`config.mk`:
```
export PLATFORM = sky130hd
export DESIGN_NAME = kbdscn_top
export DESIGN_NICKNAME = d
export VERILOG_FILES = /design/src/rtl/kbdscn_pkg.sv /design/src/rtl/kbdscn_top.sv
export VERILOG_INCLUDE_DIRS = /design/src /design/src/rtl
export SDC_FILE = /design/constraint.sdc
export NUM_CORES = 1
export LEC_CHECK = 0
export BUFFER_PORTS_ARGS = -buffer_cell sky130_fd_sc_hd__buf_2
export CORE_UTILIZATION = 30
export CTS_BUF_LIST = sky130_fd_sc_hd__clkbuf_4 sky130_fd_sc_hd__clkbuf_8 sky130_fd_sc_hd__clkbuf_16
export CTS_CLUSTER_SIZE = 16
export DETAILED_ROUTE_END_ITERATION = 8
export SYNTH_ARGS = -nofsm -noshare
export SYNTH_HDL_FRONTEND = slang
export SYNTH_SLANG_ARGS = --single-unit
export TNS_END_PERCENT = 10
```
`constraint.sdc`:
```
create_clock -name core_clk_in -period 10.2 [get_ports core_clk_in]
set_input_delay 3.06 -clock core_clk_in [delete_from_list [all_inputs] [get_ports core_clk_in]]
set_output_delay 3.06 -clock core_clk_in [all_outputs]
set_load 0.03 [all_outputs]
```
`src/rtl/kbdscn_consts.svh`:
```
/*
  Constants of the keyboard scan, debounce and character queue block.
  Assumes a 40 MHz core clock; the intersection dwell count below is derived from that rate.
*/
`ifndef KBDSCN_CONSTS_SVH
`define KBDSCN_CONSTS_SVH

// core clock period and the debounce window, in their own units
`define KBDSCN_CLK_NS 25
`define KBDSCN_DEBOUNCE_US 11000
`define KBDSCN_DEBOUNCE_SCANS 4
`define KBDSCN_STEPS_PER_SCAN 256
// one intersection dwell: debounce window over four scans of 64 steps, rounded down
`define KBDSCN_STEP_CYC ((`KBDSCN_DEBOUNCE_US * 1000) / (`KBDSCN_CLK_NS * `KBDSCN_STEPS_PER_SCAN))
`define KBDSCN_STEP_W 11
`define KBDSCN_LAST_DEB 3'h3

// character queue
`define KBDSCN_FIFO_SLOTS 4'h8
`define KBDSCN_OVERRUN_STATUS 4'hF
`define KBDSCN_CHAR_SHIFT_BIT 6
`define KBDSCN_CHAR_CTRL_BIT 7

// command queue in front of the core
`define KBDSCN_CMD_WIDTH 7
`define KBDSCN_CMD_DEPTH 16

// strobe reset value and last scan index
`define KBDSCN_STROBE_RST 8'h01
`define KBDSCN_LAST_IDX 3'h7

`endif

```
`src/rtl/kbdscn_pkg.sv`:
```
/*
  Types of the keyboard scan, debounce and character queue block.
  Assumes the constants header is compiled alongside.
*/
package kbdscn_pkg;

  typedef enum logic [1:0] {KBDSCN_MODE_SCANNED, KBDSCN_MODE_ENCODED, KBDSCN_MODE_SENSOR} kbdscn_kmode_t;

  typedef enum logic [2:0] {
    KBDSCN_CMD_STATUS_RD,
    KBDSCN_CMD_FIRST_NIBBLE_RD,
    KBDSCN_CMD_SECOND_NIBBLE_READ_CMD,
    KBDSCN_CMD_CLEAR_LOGIC_CMD,
    KBDSCN_CMD_ALTERNATE_CLEAR_CMD,
    KBDSCN_CMD_DISP_WR,
    KBDSCN_CMD_DISP_PTR,
    KBDSCN_CMD_DISP_CFG
  } kbdscn_cmd_t;

  typedef enum logic [1:0] {KBDSCN_KS_IDLE, KBDSCN_KS_DEBOUNCE, KBDSCN_KS_HELD} kbdscn_kstate_t;

  typedef enum logic [2:0] {
    KBDSCN_DISP_HEX_2X16,
    KBDSCN_DISP_HEX_32,
    KBDSCN_DISP_ALNUM_8,
    KBDSCN_DISP_ALNUM_16,
    KBDSCN_DISP_GAS_16,
    KBDSCN_DISP_GAS_18,
    KBDSCN_DISP_GAS_20,
    KBDSCN_DISP_IND_128
  } kbdscn_disp_t;

  typedef struct packed {
    logic ph1;
    logic ph2;
    logic cyc_sync;
    logic cs;
    logic [2:0] cmd;
    logic [3:0] db;
    logic [7:0] ret;
    logic shift;
    logic ctrl;
  } kbdscn_pins_t;

  typedef struct packed {
    kbdscn_pins_t meta;
    kbdscn_pins_t sync;
    logic ph2_prev;
    logic [10:0] step_cnt;
    logic [2:0] s_idx;
    logic [2:0] r_idx;
    logic half;
    logic [7:0] strobe;
    logic [1:0] nkeys;
    logic [5:0] last_code;
    logic cand_seen;
    kbdscn_kstate_t kstate;
    logic [5:0] cand;
    logic [2:0] deb_cnt;
    logic [7:0] enc_prev;
    logic [7:0][7:0] store;
    logic [2:0] wptr;
    logic [2:0] rptr;
    logic [3:0] count;
    logic overrun;
    logic blink;
    logic irq;
    logic [31:0][3:0] disp_ram;
    logic [4:0] disp_ptr;
    kbdscn_disp_t disp_cfg;
    logic [3:0] disp_a;
    logic [3:0] disp_b;
    logic [3:0] db_out;
    logic db_oe_n;
  } kbdscn_state_t;

endpackage : kbdscn_pkg

```
`src/rtl/kbdscn_top.sv`:
```
/*
  Keyboard/sensor scanning, debounce, two-key rollover, shared 64-bit character
  queue / sensor store, display refresh memory, and a queued nibble command port.
  Assumes every pin input arrives asynchronously to core_clk_in and that the
  processor end issues one command per bus cycle framed by phase and sync pins.
*/
`timescale 1ns/100ps
`include "kbdscn_consts.svh"

module kbdscn_cmd_fifo #(
  parameter int WIDTH = 7,
  parameter int DEPTH = 16
) (
  // clock and reset
  input wire logic core_clk_in,
  input wire logic resetn_in,
  // fill side
  input wire logic in_valid_in,
  input wire logic [WIDTH-1:0] in_data_in,
  output logic in_ready_out,
  // drain side
  output logic out_valid_out,
  output logic [WIDTH-1:0] out_data_out,
  input wire logic out_ready_in
);
  localparam int AW = $clog2(DEPTH);
  localparam int CW = $clog2(DEPTH + 1);

  typedef struct packed {
    logic [DEPTH-1:0][WIDTH-1:0] mem;
    logic [AW-1:0] wptr;
    logic [AW-1:0] rptr;
    logic [CW-1:0] cnt;
    logic in_ready;
    logic out_valid;
  } kbdscn_fifo_state_t;

  localparam kbdscn_fifo_state_t FIFO_RST = '{mem: '0, wptr: '0, rptr: '0, cnt: '0, in_ready: 1'b1, out_valid: 1'b0};

  kbdscn_fifo_state_t q;
  kbdscn_fifo_state_t n;

  always_comb begin
    logic push;
    logic pop;
    push = in_valid_in & q.in_ready;
    pop = q.out_valid & out_ready_in;
    n = q;
    if (push) begin
      n.mem[q.wptr] = in_data_in;
      n.wptr = AW'(q.wptr + 1'b1);
    end
    if (pop) begin
      n.rptr = AW'(q.rptr + 1'b1);
    end
    n.cnt = CW'(q.cnt + CW'(push) - CW'(pop));
    n.in_ready = (n.cnt != CW'(DEPTH));
    n.out_valid = (n.cnt != '0);
  end

  always_ff @(posedge core_clk_in or negedge resetn_in) begin
    if (!resetn_in) begin
      q <= FIFO_RST;
    end else begin
      q <= n;
    end
  end

  assign in_ready_out = q.in_ready;
  assign out_valid_out = q.out_valid;
  assign out_data_out = q.mem[q.rptr];
endmodule : kbdscn_cmd_fifo

`timescale 1ns/100ps

module kbdscn_top
  import kbdscn_pkg::*;
(
  // clock and reset
  input wire logic core_clk_in,
  input wire logic resetn_in,
  // processor bus pins
  input wire logic phase1_clk_in,
  input wire logic phase2_clk_in,
  input wire logic cycle_sync_in,
  input wire logic chip_select_line_in,
  input wire logic [2:0] command_in,
  input wire logic [3:0] data_bus_in,
  output logic [3:0] data_bus_out,
  output logic data_bus_oe_n_out,
  output logic cmd_ready_out,
  output logic int_req_out,
  // configuration
  input wire logic [1:0] kbd_mode_in,
  // key matrix
  input wire logic [7:0] return_sense_lines_in,
  input wire logic shift_in,
  input wire logic control_in,
  output logic [7:0] scan_strobe_lines_out,
  output logic display_half_select_out,
  // display outputs
  output logic [3:0] first_display_outputs_out,
  output logic [3:0] second_display_outputs_out
);
  localparam kbdscn_state_t TOP_RST = '{
    meta: '0, sync: '0, ph2_prev: 1'b0, step_cnt: '0, s_idx: '0, r_idx: '0, half: 1'b0,
    strobe: `KBDSCN_STROBE_RST, nkeys: '0, last_code: '0, cand_seen: 1'b0, kstate: KBDSCN_KS_IDLE,
    cand: '0, deb_cnt: '0, enc_prev: '0, store: '0, wptr: '0, rptr: '0, count: '0, overrun: 1'b0,
    blink: 1'b0, irq: 1'b0, disp_ram: '0, disp_ptr: '0, disp_cfg: KBDSCN_DISP_HEX_2X16,
    disp_a: '0, disp_b: '0, db_out: '0, db_oe_n: 1'b1};

  kbdscn_state_t q;
  kbdscn_state_t n;

  logic take;
  logic step_tick;
  logic cmd_valid;
  logic [`KBDSCN_CMD_WIDTH-1:0] cmd_word;

  // command accepted on a clean phase-2 rise inside a selected, synced bus cycle
  assign take = q.sync.ph2 & ~q.ph2_prev & ~q.sync.ph1 & q.sync.cyc_sync & q.sync.cs;
  assign step_tick = (q.step_cnt == `KBDSCN_STEP_W'(`KBDSCN_STEP_CYC - 1));

  // the store is written on step ticks, so commands stall for that cycle
  kbdscn_cmd_fifo #(
    .WIDTH(`KBDSCN_CMD_WIDTH),
    .DEPTH(`KBDSCN_CMD_DEPTH)
  ) u_cmd_fifo (
    .core_clk_in(core_clk_in),
    .resetn_in(resetn_in),
    .in_valid_in(take),
    .in_data_in({q.sync.cmd, q.sync.db}),
    .in_ready_out(cmd_ready_out),
    .out_valid_out(cmd_valid),
    .out_data_out(cmd_word),
    .out_ready_in(~step_tick)
  );

  function automatic kbdscn_state_t push_char(input kbdscn_state_t st, input logic [7:0] ch);
    kbdscn_state_t r;
    r = st;
    if (st.count == `KBDSCN_FIFO_SLOTS) begin
      r.overrun = 1'b1;
    end else begin
      r.store[st.wptr] = ch;
      r.wptr = 3'(st.wptr + 1'b1);
      r.count = 4'(st.count + 1'b1);
    end
    return r;
  endfunction : push_char

  always_comb begin
    kbdscn_kmode_t kmode;
    logic pressed;
    logic scan_end;
    logic [1:0] nk;
    logic [5:0] here;
    logic [5:0] lc;
    logic cseen;
    logic [7:0] ch;
    logic [3:0] didx;
    kmode = kbdscn_kmode_t'(kbd_mode_in);
    pressed = 1'b0;
    scan_end = 1'b0;
    nk = q.nkeys;
    here = {q.s_idx, q.r_idx};
    lc = q.last_code;
    cseen = q.cand_seen;
    ch = '0;
    didx = '0;
    n = q;
    n.meta.ph1 = phase1_clk_in;
    n.meta.ph2 = phase2_clk_in;
    n.meta.cyc_sync = cycle_sync_in;
    n.meta.cs = chip_select_line_in;
    n.meta.cmd = command_in;
    n.meta.db = data_bus_in;
    n.meta.ret = return_sense_lines_in;
    n.meta.shift = shift_in;
    n.meta.ctrl = control_in;
    n.sync = q.meta;
    n.ph2_prev = q.sync.ph2;
    n.blink = 1'b0;
    n.step_cnt = step_tick ? '0 : `KBDSCN_STEP_W'(q.step_cnt + 1'b1);
    if (take) begin
      n.db_oe_n = 1'b1;
    end

    if (step_tick) begin
      pressed = q.sync.ret[q.r_idx];
      scan_end = (q.r_idx == `KBDSCN_LAST_IDX) && (q.s_idx == `KBDSCN_LAST_IDX);
      n.r_idx = 3'(q.r_idx + 1'b1);
      if (q.r_idx == `KBDSCN_LAST_IDX) begin
        n.s_idx = 3'(q.s_idx + 1'b1);
        n.strobe = {q.strobe[6:0], q.strobe[7]};
        if (q.s_idx == `KBDSCN_LAST_IDX) begin
          n.half = ~q.half;
        end
      end
      case (kmode)
        KBDSCN_MODE_SENSOR: begin
          if (q.r_idx == `KBDSCN_LAST_IDX) begin
            n.store[q.s_idx] = q.sync.ret;
          end
        end
        KBDSCN_MODE_ENCODED: begin
          if (scan_end) begin
            n.enc_prev = q.sync.ret;
            if ((q.sync.ret != '0) && (q.enc_prev == '0)) begin
              n = push_char(n, q.sync.ret);
            end
          end
        end
        default: begin
          // only the matrix position qualifies a key
          if (pressed) begin
            nk = (q.nkeys == 2'h2) ? 2'h2 : 2'(q.nkeys + 1'b1);
            lc = here;
            if (here == q.cand) begin
              cseen = 1'b1;
            end
          end
          n.nkeys = nk;
          n.last_code = lc;
          n.cand_seen = cseen;
          if (scan_end) begin
            n.nkeys = '0;
            n.cand_seen = 1'b0;
            case (q.kstate)
              KBDSCN_KS_IDLE: begin
                // a lone key after any release, including a rollover key left held
                if (nk == 2'h1) begin
                  n.cand = lc;
                  n.deb_cnt = '0;
                  n.kstate = KBDSCN_KS_DEBOUNCE;
                end
              end
              KBDSCN_KS_DEBOUNCE: begin
                if (q.deb_cnt == `KBDSCN_LAST_DEB) begin
                  if (cseen && (nk == 2'h1)) begin
                    ch = {q.sync.ctrl, q.sync.shift, q.cand};
                    n = push_char(n, ch);
                    n.kstate = KBDSCN_KS_HELD;
                  end else begin
                    n.kstate = KBDSCN_KS_IDLE;
                  end
                end else begin
                  n.deb_cnt = 3'(q.deb_cnt + 1'b1);
                end
              end
              KBDSCN_KS_HELD: begin
                // other keys are ignored until the accepted key is released
                if (!cseen) begin
                  n.kstate = KBDSCN_KS_IDLE;
                end
              end
              default: begin
                n.kstate = KBDSCN_KS_IDLE;
              end
            endcase
          end
        end
      endcase
    end else if (cmd_valid) begin
      case (kbdscn_cmd_t'(cmd_word[6:4]))
        KBDSCN_CMD_STATUS_RD: begin
          n.db_out = q.overrun ? `KBDSCN_OVERRUN_STATUS : q.count;
          n.db_oe_n = 1'b0;
        end
        KBDSCN_CMD_FIRST_NIBBLE_RD: begin
          n.db_out = (kmode == KBDSCN_MODE_SENSOR) ? q.store[q.disp_ptr[2:0]][7:4] : q.store[q.rptr][7:4];
          n.db_oe_n = 1'b0;
        end
        KBDSCN_CMD_SECOND_NIBBLE_READ_CMD: begin
          n.db_out = (kmode == KBDSCN_MODE_SENSOR) ? q.store[q.disp_ptr[2:0]][3:0] : q.store[q.rptr][3:0];
          n.db_oe_n = 1'b0;
          if ((kmode != KBDSCN_MODE_SENSOR) && (q.count != '0)) begin
            n.rptr = 3'(q.rptr + 1'b1);
            n.count = 4'(q.count - 1'b1);
            n.blink = 1'b1;
          end
        end
        KBDSCN_CMD_CLEAR_LOGIC_CMD, KBDSCN_CMD_ALTERNATE_CLEAR_CMD: begin
          n.store = '0;
          n.wptr = '0;
          n.rptr = '0;
          n.count = '0;
          n.overrun = 1'b0;
        end
        KBDSCN_CMD_DISP_WR: begin
          n.disp_ram[q.disp_ptr] = cmd_word[3:0];
          n.disp_ptr = 5'(q.disp_ptr + 1'b1);
        end
        KBDSCN_CMD_DISP_PTR: begin
          n.disp_ptr = {1'b0, cmd_word[3:0]};
        end
        KBDSCN_CMD_DISP_CFG: begin
          n.disp_cfg = kbdscn_disp_t'(cmd_word[2:0]);
        end
        default: begin
          n.db_oe_n = 1'b1;
        end
      endcase
    end

    // eight-digit organisation shows the same digit on both scan halves
    didx = (q.disp_cfg == KBDSCN_DISP_ALNUM_8) ? {1'b0, q.s_idx} : {q.half, q.s_idx};
    n.disp_a = q.disp_ram[{1'b0, didx}];
    n.disp_b = q.disp_ram[{1'b1, didx}];

    // outside sensor mode and with no overrun flagged, the request drops for one cycle per character read so the processor sees each character
    if (kmode == KBDSCN_MODE_SENSOR) begin
      n.irq = (n.store != '0);
    end else begin
      n.irq = n.overrun | ((n.count != '0) & ~n.blink);
    end
  end

  always_ff @(posedge core_clk_in or negedge resetn_in) begin
    if (!resetn_in) begin
      q <= TOP_RST;
    end else begin
      q <= n;
    end
  end

  assign data_bus_out = q.db_out;
  assign data_bus_oe_n_out = q.db_oe_n;
  assign int_req_out = q.irq;
  assign scan_strobe_lines_out = q.strobe;
  assign display_half_select_out = q.half;
  assign first_display_outputs_out = q.disp_a;
  assign second_display_outputs_out = q.disp_b;
endmodule : kbdscn_top

```
Word-level counts from Yosys, hierarchy flattened --
Index checks and enable logic that the tools add are counted. W data, S select, Z words.
Cells by class: add/sub/neg operators 14, order comparisons 14, eq/ne operators 41, muxes and demuxes 90, bitwise operators 15, reductions and logical operators 39
Operator list (count):
- $mux W226 | 7
- $mux W234 | 3
- $pmux W162 S2 | 1
- $mux W136 | 2
- $mux W254 | 1
- $mux W67 | 3
- $bwmux W64 | 3
- $mux W76 | 2
- $bwmux W128 | 1
- $mux W128 | 1
- $pmux W64 S2 | 1
- $bwmux W112 | 1
- $mux W64 | 1
- $reduce_bool A64 Y1 | 1
- $pmux W28 S2 | 1
- $bmux W8 S3 | 2
- $demux W8 S3 | 2
- $mux W8 | 5
- $reduce_and A8 Y1 | 5
- $bmux W4 S4 | 2
- $mux W4 | 8
- $bmux W7 S4 | 1
- $demux W7 S4 | 1
- $mux W11 | 2
- 63 further kinds | 156
Storage, ports and cells: register bits after elaboration 449, input port bits 25, output and inout port bits 24, word-level logic and storage cells 316

Depth between registers and ports, before layout --
word-level depth 22, depth in mapped cells 17

Modules after synthesis --
A second synthesis with hierarchy kept.
Second synthesis, totals: cells, all modules 2189, area total of the unflattened synthesis 24385.9 um^2
By module, submodules not included:
- kbdscn_top | times used 1, cells an instance 1778, area each 18363.9 um^2, sequential area each 8060.2 um^2
- kbdscn_cmd_fifo | times used 1, cells an instance 411, area each 6022.0 um^2, sequential area each 3179.3 um^2

Worst setup path after synthesis --
Ideal clock, no wire load.
path kind in2reg, start in kbd_mode_in[0], end reg q (netlist bit int_req_out), library setup time 132 ps, arrival 5681 ps, required time 10068 ps, setup slack 4387 ps, cell stages on the path 11, path buffers 5, path through inv_1 ha_1 clkbuf_1 buf_1 clkbuf_1 clkbuf_1 clkbuf_1 a31oi_1 or4_1 o31ai_1 a31oi_1
RTL lines:
- start: declaration | RTL line kbdscn_top.sv:94 | input wire logic [1:0] kbd_mode_in,
- end signal: assignment | RTL line kbdscn_top.sv:323 | q <= n;
- end: declaration | RTL line kbdscn_top.sv:112 | kbdscn_state_t q;

==> impl_metrics.py <==
metrics = {
    "run_status": {
        "status": "completed",
    },
    "synthesis": {
        "ys_types": 88,
        "synth_area_um2": 24100,
        "synth_nets": 2208,
        "async_flop_share_pct": 100,
        "netlist_top_cells_area": "dfrtp_1 (46%), mux2_2 (14%), mux4_2 (7.7%)",
        "synth_edf_count": 0,
        "ys_seq_elements": 449,
        "dominantRegCellSynth": "dfrtp_1",
        "syn_area_per_cell_um2": 11.2,
        "ys_warn_count": 0,
        "syn_inst": 2153,
        "synth_seq_area_share_pct": 46.6,
        "yosys-top-cells-count": "dfrtp_1 (446), mux2_2 (292), nand2_1 (226), nor2_1 (119), clkbuf_1 (115)",
        "yosysTopAreaCell": "dfrtp_1",
        "synth_top_area_share_pct": 46.3,
        "post-synth-top-count-cell": "dfrtp_1",
    },
    "setup_path": {
        "critPathMaxFanout": 40,
        "cp-start-kind": "primary input",
        "slowest_delay_ns": 0.90,
        "end_kind": "register",
        "timing.rr.end": "int_req_out",
        "cp_common_cell": "inv_1",
        "reg2reg_slack_ns": 4.79,
        "timing.rr.start": "q[263]",
        "arrival_ns": 7.46,
        "worstPathRequired_ns": 10.67,
        "cp_slowest_cell": "ha_2",
        "path_cells": "buf_2 > inv_1 > ha_2 > inv_1 > buf_4 > nand2_1 > o21ai_1 > a221o_1 > a221oi_1 > nor2_1 > or4_1 > nor4b_1 > and4_1 > a31oi_1",
        "critPathKind": "primary input to register",
        "r2r_cells": 14,
    },
    "clock_tree": {
        "clkSlewWorstSetupHoldPaths_ns": 0.06,
        "numCtsBuffers": 53,
        "cts_sinks": 449,
        "post-cts-setup-buffers": 0,
        "clk_latency_ns": 0.62,
        "h-tree-depth": 2,
        "cts_max_path_buffers": 3,
        "cts_root_buf": "clkbuf_16",
        "post_cts_resized": 0,
        "holdBufCountCts": 0,
        "tritoncts": "yes",
    },
    "die": {
        "fp.dieW_um": 285,
        "core-area_um2": 79300,
        "initial_core_util_pct": 30.4,
        "die_h_um": 285,
        "die_area_um2": 81500,
        "io_pins": 49,
        "rows": 103,
    },
    "run": {
        "cap_violations": 0,
    },
    "hold_path": {
        "worstHoldStart": "q[311]",
        "holdPathStages": 0,
        "whs_endpoint": "q[290]",
        "holdCritPathClass": "register to register",
    },
    "power": {
        "vdd_ir_drop_max_uv": 137,
        "power_density_nw_per_um2": 194,
        "total_leakage_power_nw": 12.0,
    },
    "placement": {
        "gp_congestion": 0.986,
        "dp_hpwl_um": 52700,
        "numPortBuffers": 48,
        "dpl_worst_slack_ns": 2.65,
    },
    "detailed_routing": {
        "ant_nets": 0,
        "drcViolationCount": 0,
        "dr.pass1.iters": 7,
        "wl_met2_um": 35800,
        "vias_per_cell": 5.70,
        "finalWirelength_um": 77600,
        "dr_wl_met3_um": 6620,
        "routed.top_layer": "met4",
        "route.vias.total": 18400,
        "wire_per_inst_um": 24.1,
        "wl_met1_um": 31400,
        "drt_first_iter_violations": 1888,
    },
    "sta": {
        "fmax_mhz": 143,
        "setup_viol": 0,
        "max_slew.worst_pin.slew_ns": 1.20,
        "rsz0062_at_grt": "no",
        "setup_ws_ns": 3.21,
        "finalHoldViolations": 0,
        "post-route-min-period_ns": 6.99,
        "maxSlewViolCount": 0,
        "slew-limit-headroom_pct": 19.8,
        "finalCritPeriodShare_pct": 68.5,
        "clock_skew_ns": 0.0200,
        "fin_setup_tns_ns": 0,
    },
    "cells_and_area": {
        "syn_to_final_growth_pct": 12.5,
        "n_antenna_cell": 0,
        "drive_gt1_share_pct": 27.3,
        "layout.nets": 2182,
    },
    "global_route": {
        "antenna_found_initial": 0,
        "grt_max_degree": 181,
        "first_global_vias": 18700,
        "grt_pass1_wl_um": 119000,
        "overflow": 0,
        "grtUsageTotal_pct": 19.0,
    },
}
==> cell type report <==
cell class | count | area (um2)
Clock buffer | 70 | 1500
Clock inverter | 29 | 358
Fill cell | 7837 | 52100
Inverter | 38 | 143
Multi-Input combinational cell | 1494 | 12000
Sequential cell | 449 | 11200
Tap cell | 1050 | 1310
Timing Repair Buffer | 91 | 598
==> routing by layer <==
metal	vias up	GRT usage, %
met5	-	0
met3	231	3.59
met2	886	30.2
li1	7949	-
met1	9301	24.8
met4	0	9.02
==> power by group <==
group          switching, W  internal [W]  total (W)
logic              0.000660      0.000454    0.00111
clock network      0.000806       0.00120    0.00200
registers          0.000222       0.00193    0.00215
==> cell usage in the layout (no fill, tap or decap), types with 22 or more instances in the layout <==
cell / synthesis / final
nor2_1: 119 / 118
inv_1: 36 / 36
mux2_2: 292 / 292
buf_2: 5 / 47
nand2_1: 226 / 226
a21oi_1: 88 / 88
a21o_1: 22 / 22
mux4_2: 82 / 82
nor4_1: 24 / 23
o21ai_0: 100 / 100
buf_4: 22 / 41
mux2i_1: 35 / 35
dfrtp_1: 446 / 444
ha_1: 29 / 28
clkbuf_16: 0 / 53
a221oi_1: 44 / 44
nor3_1: 29 / 28
nand3_1: 49 / 49
==> how the worst max path moves through the flow <==
stage                               from          end  slack, ns  depth (start not counted)
after floorplan           kbd_mode_in[0]  int_req_out       4.39                         11
after global placement    kbd_mode_in[0]  int_req_out       2.66                         14
after detailed placement  kbd_mode_in[0]  int_req_out       2.65                         14
after CTS                 kbd_mode_in[0]  int_req_out       3.30                         14
after global routing      kbd_mode_in[0]  int_req_out       3.00                         14
final                     kbd_mode_in[0]  int_req_out       3.21                         14
==> per-stage QoR <==
| stage | instance area [um2] | utilization [%] | power, W | instances | hold WS [ns] |
|---|---|---|---|---|---|
| final | 27100 | 34.2 | 0.00526 | 3221 | 0.343 |
| after global routing | 27100 | 34.2 | 0.00551 | 3221 | 0.351 |
| after CTS | 27100 | 34.2 | 0.00531 | 3221 | 0.348 |
| after detailed placement | 25300 | 31.9 | 0.00328 | 3122 | 0.335 |
| after global placement | 25300 | 31.9 | 0.00325 | 3122 | 0.333 |
| after floorplan | 24100 | - | 0.00288 | 2153 | 0.331 |
==> cells by family (layout without fill, tap and decap cells) <==
| group | count (synthesis) | in the layout | share of synthesized area, % |
|---|---|---|---|
| AND/OR/NAND/NOR | 576 | 576 | 11.4 |
| adder cells (fa/ha/maj) | 30 | 30 | 1.59 |
| multiplexers | 409 | 409 | 22.8 |
| buffers and inverters | 210 | 228 | 3.79 |
| XOR/XNOR | 26 | 26 | 0.945 |
| flip-flops | 449 | 449 | 46.6 |
| AO/OA/AOI/OAI | 453 | 453 | 12.9 |
==> critical path: cells and delay by family <==
kind / cells / cell delay (ns)
AO/OA/AOI/OAI: 4 / 0.99
adder cells (fa/ha/maj): 1 / 0.90
buffers and inverters: 4 / 0.87
AND/OR/NAND/NOR: 5 / 1.60
==> flip-flops by register name (all words and copies together) (netlist names) <==
name                        cells
display_half_select_out         1
first_display_outputs_out       4
u_cmd_fifo.in_ready_out         1
data_bus_oe_n_out               1
u_cmd_fifo.q                  125
q                             299
u_cmd_fifo.out_valid_out        1
second_display_outputs_out      4
data_bus_out                    4
int_req_out                     1
scan_strobe_lines_out           8
No activity file was read; power rests on OpenSTA's default activity.
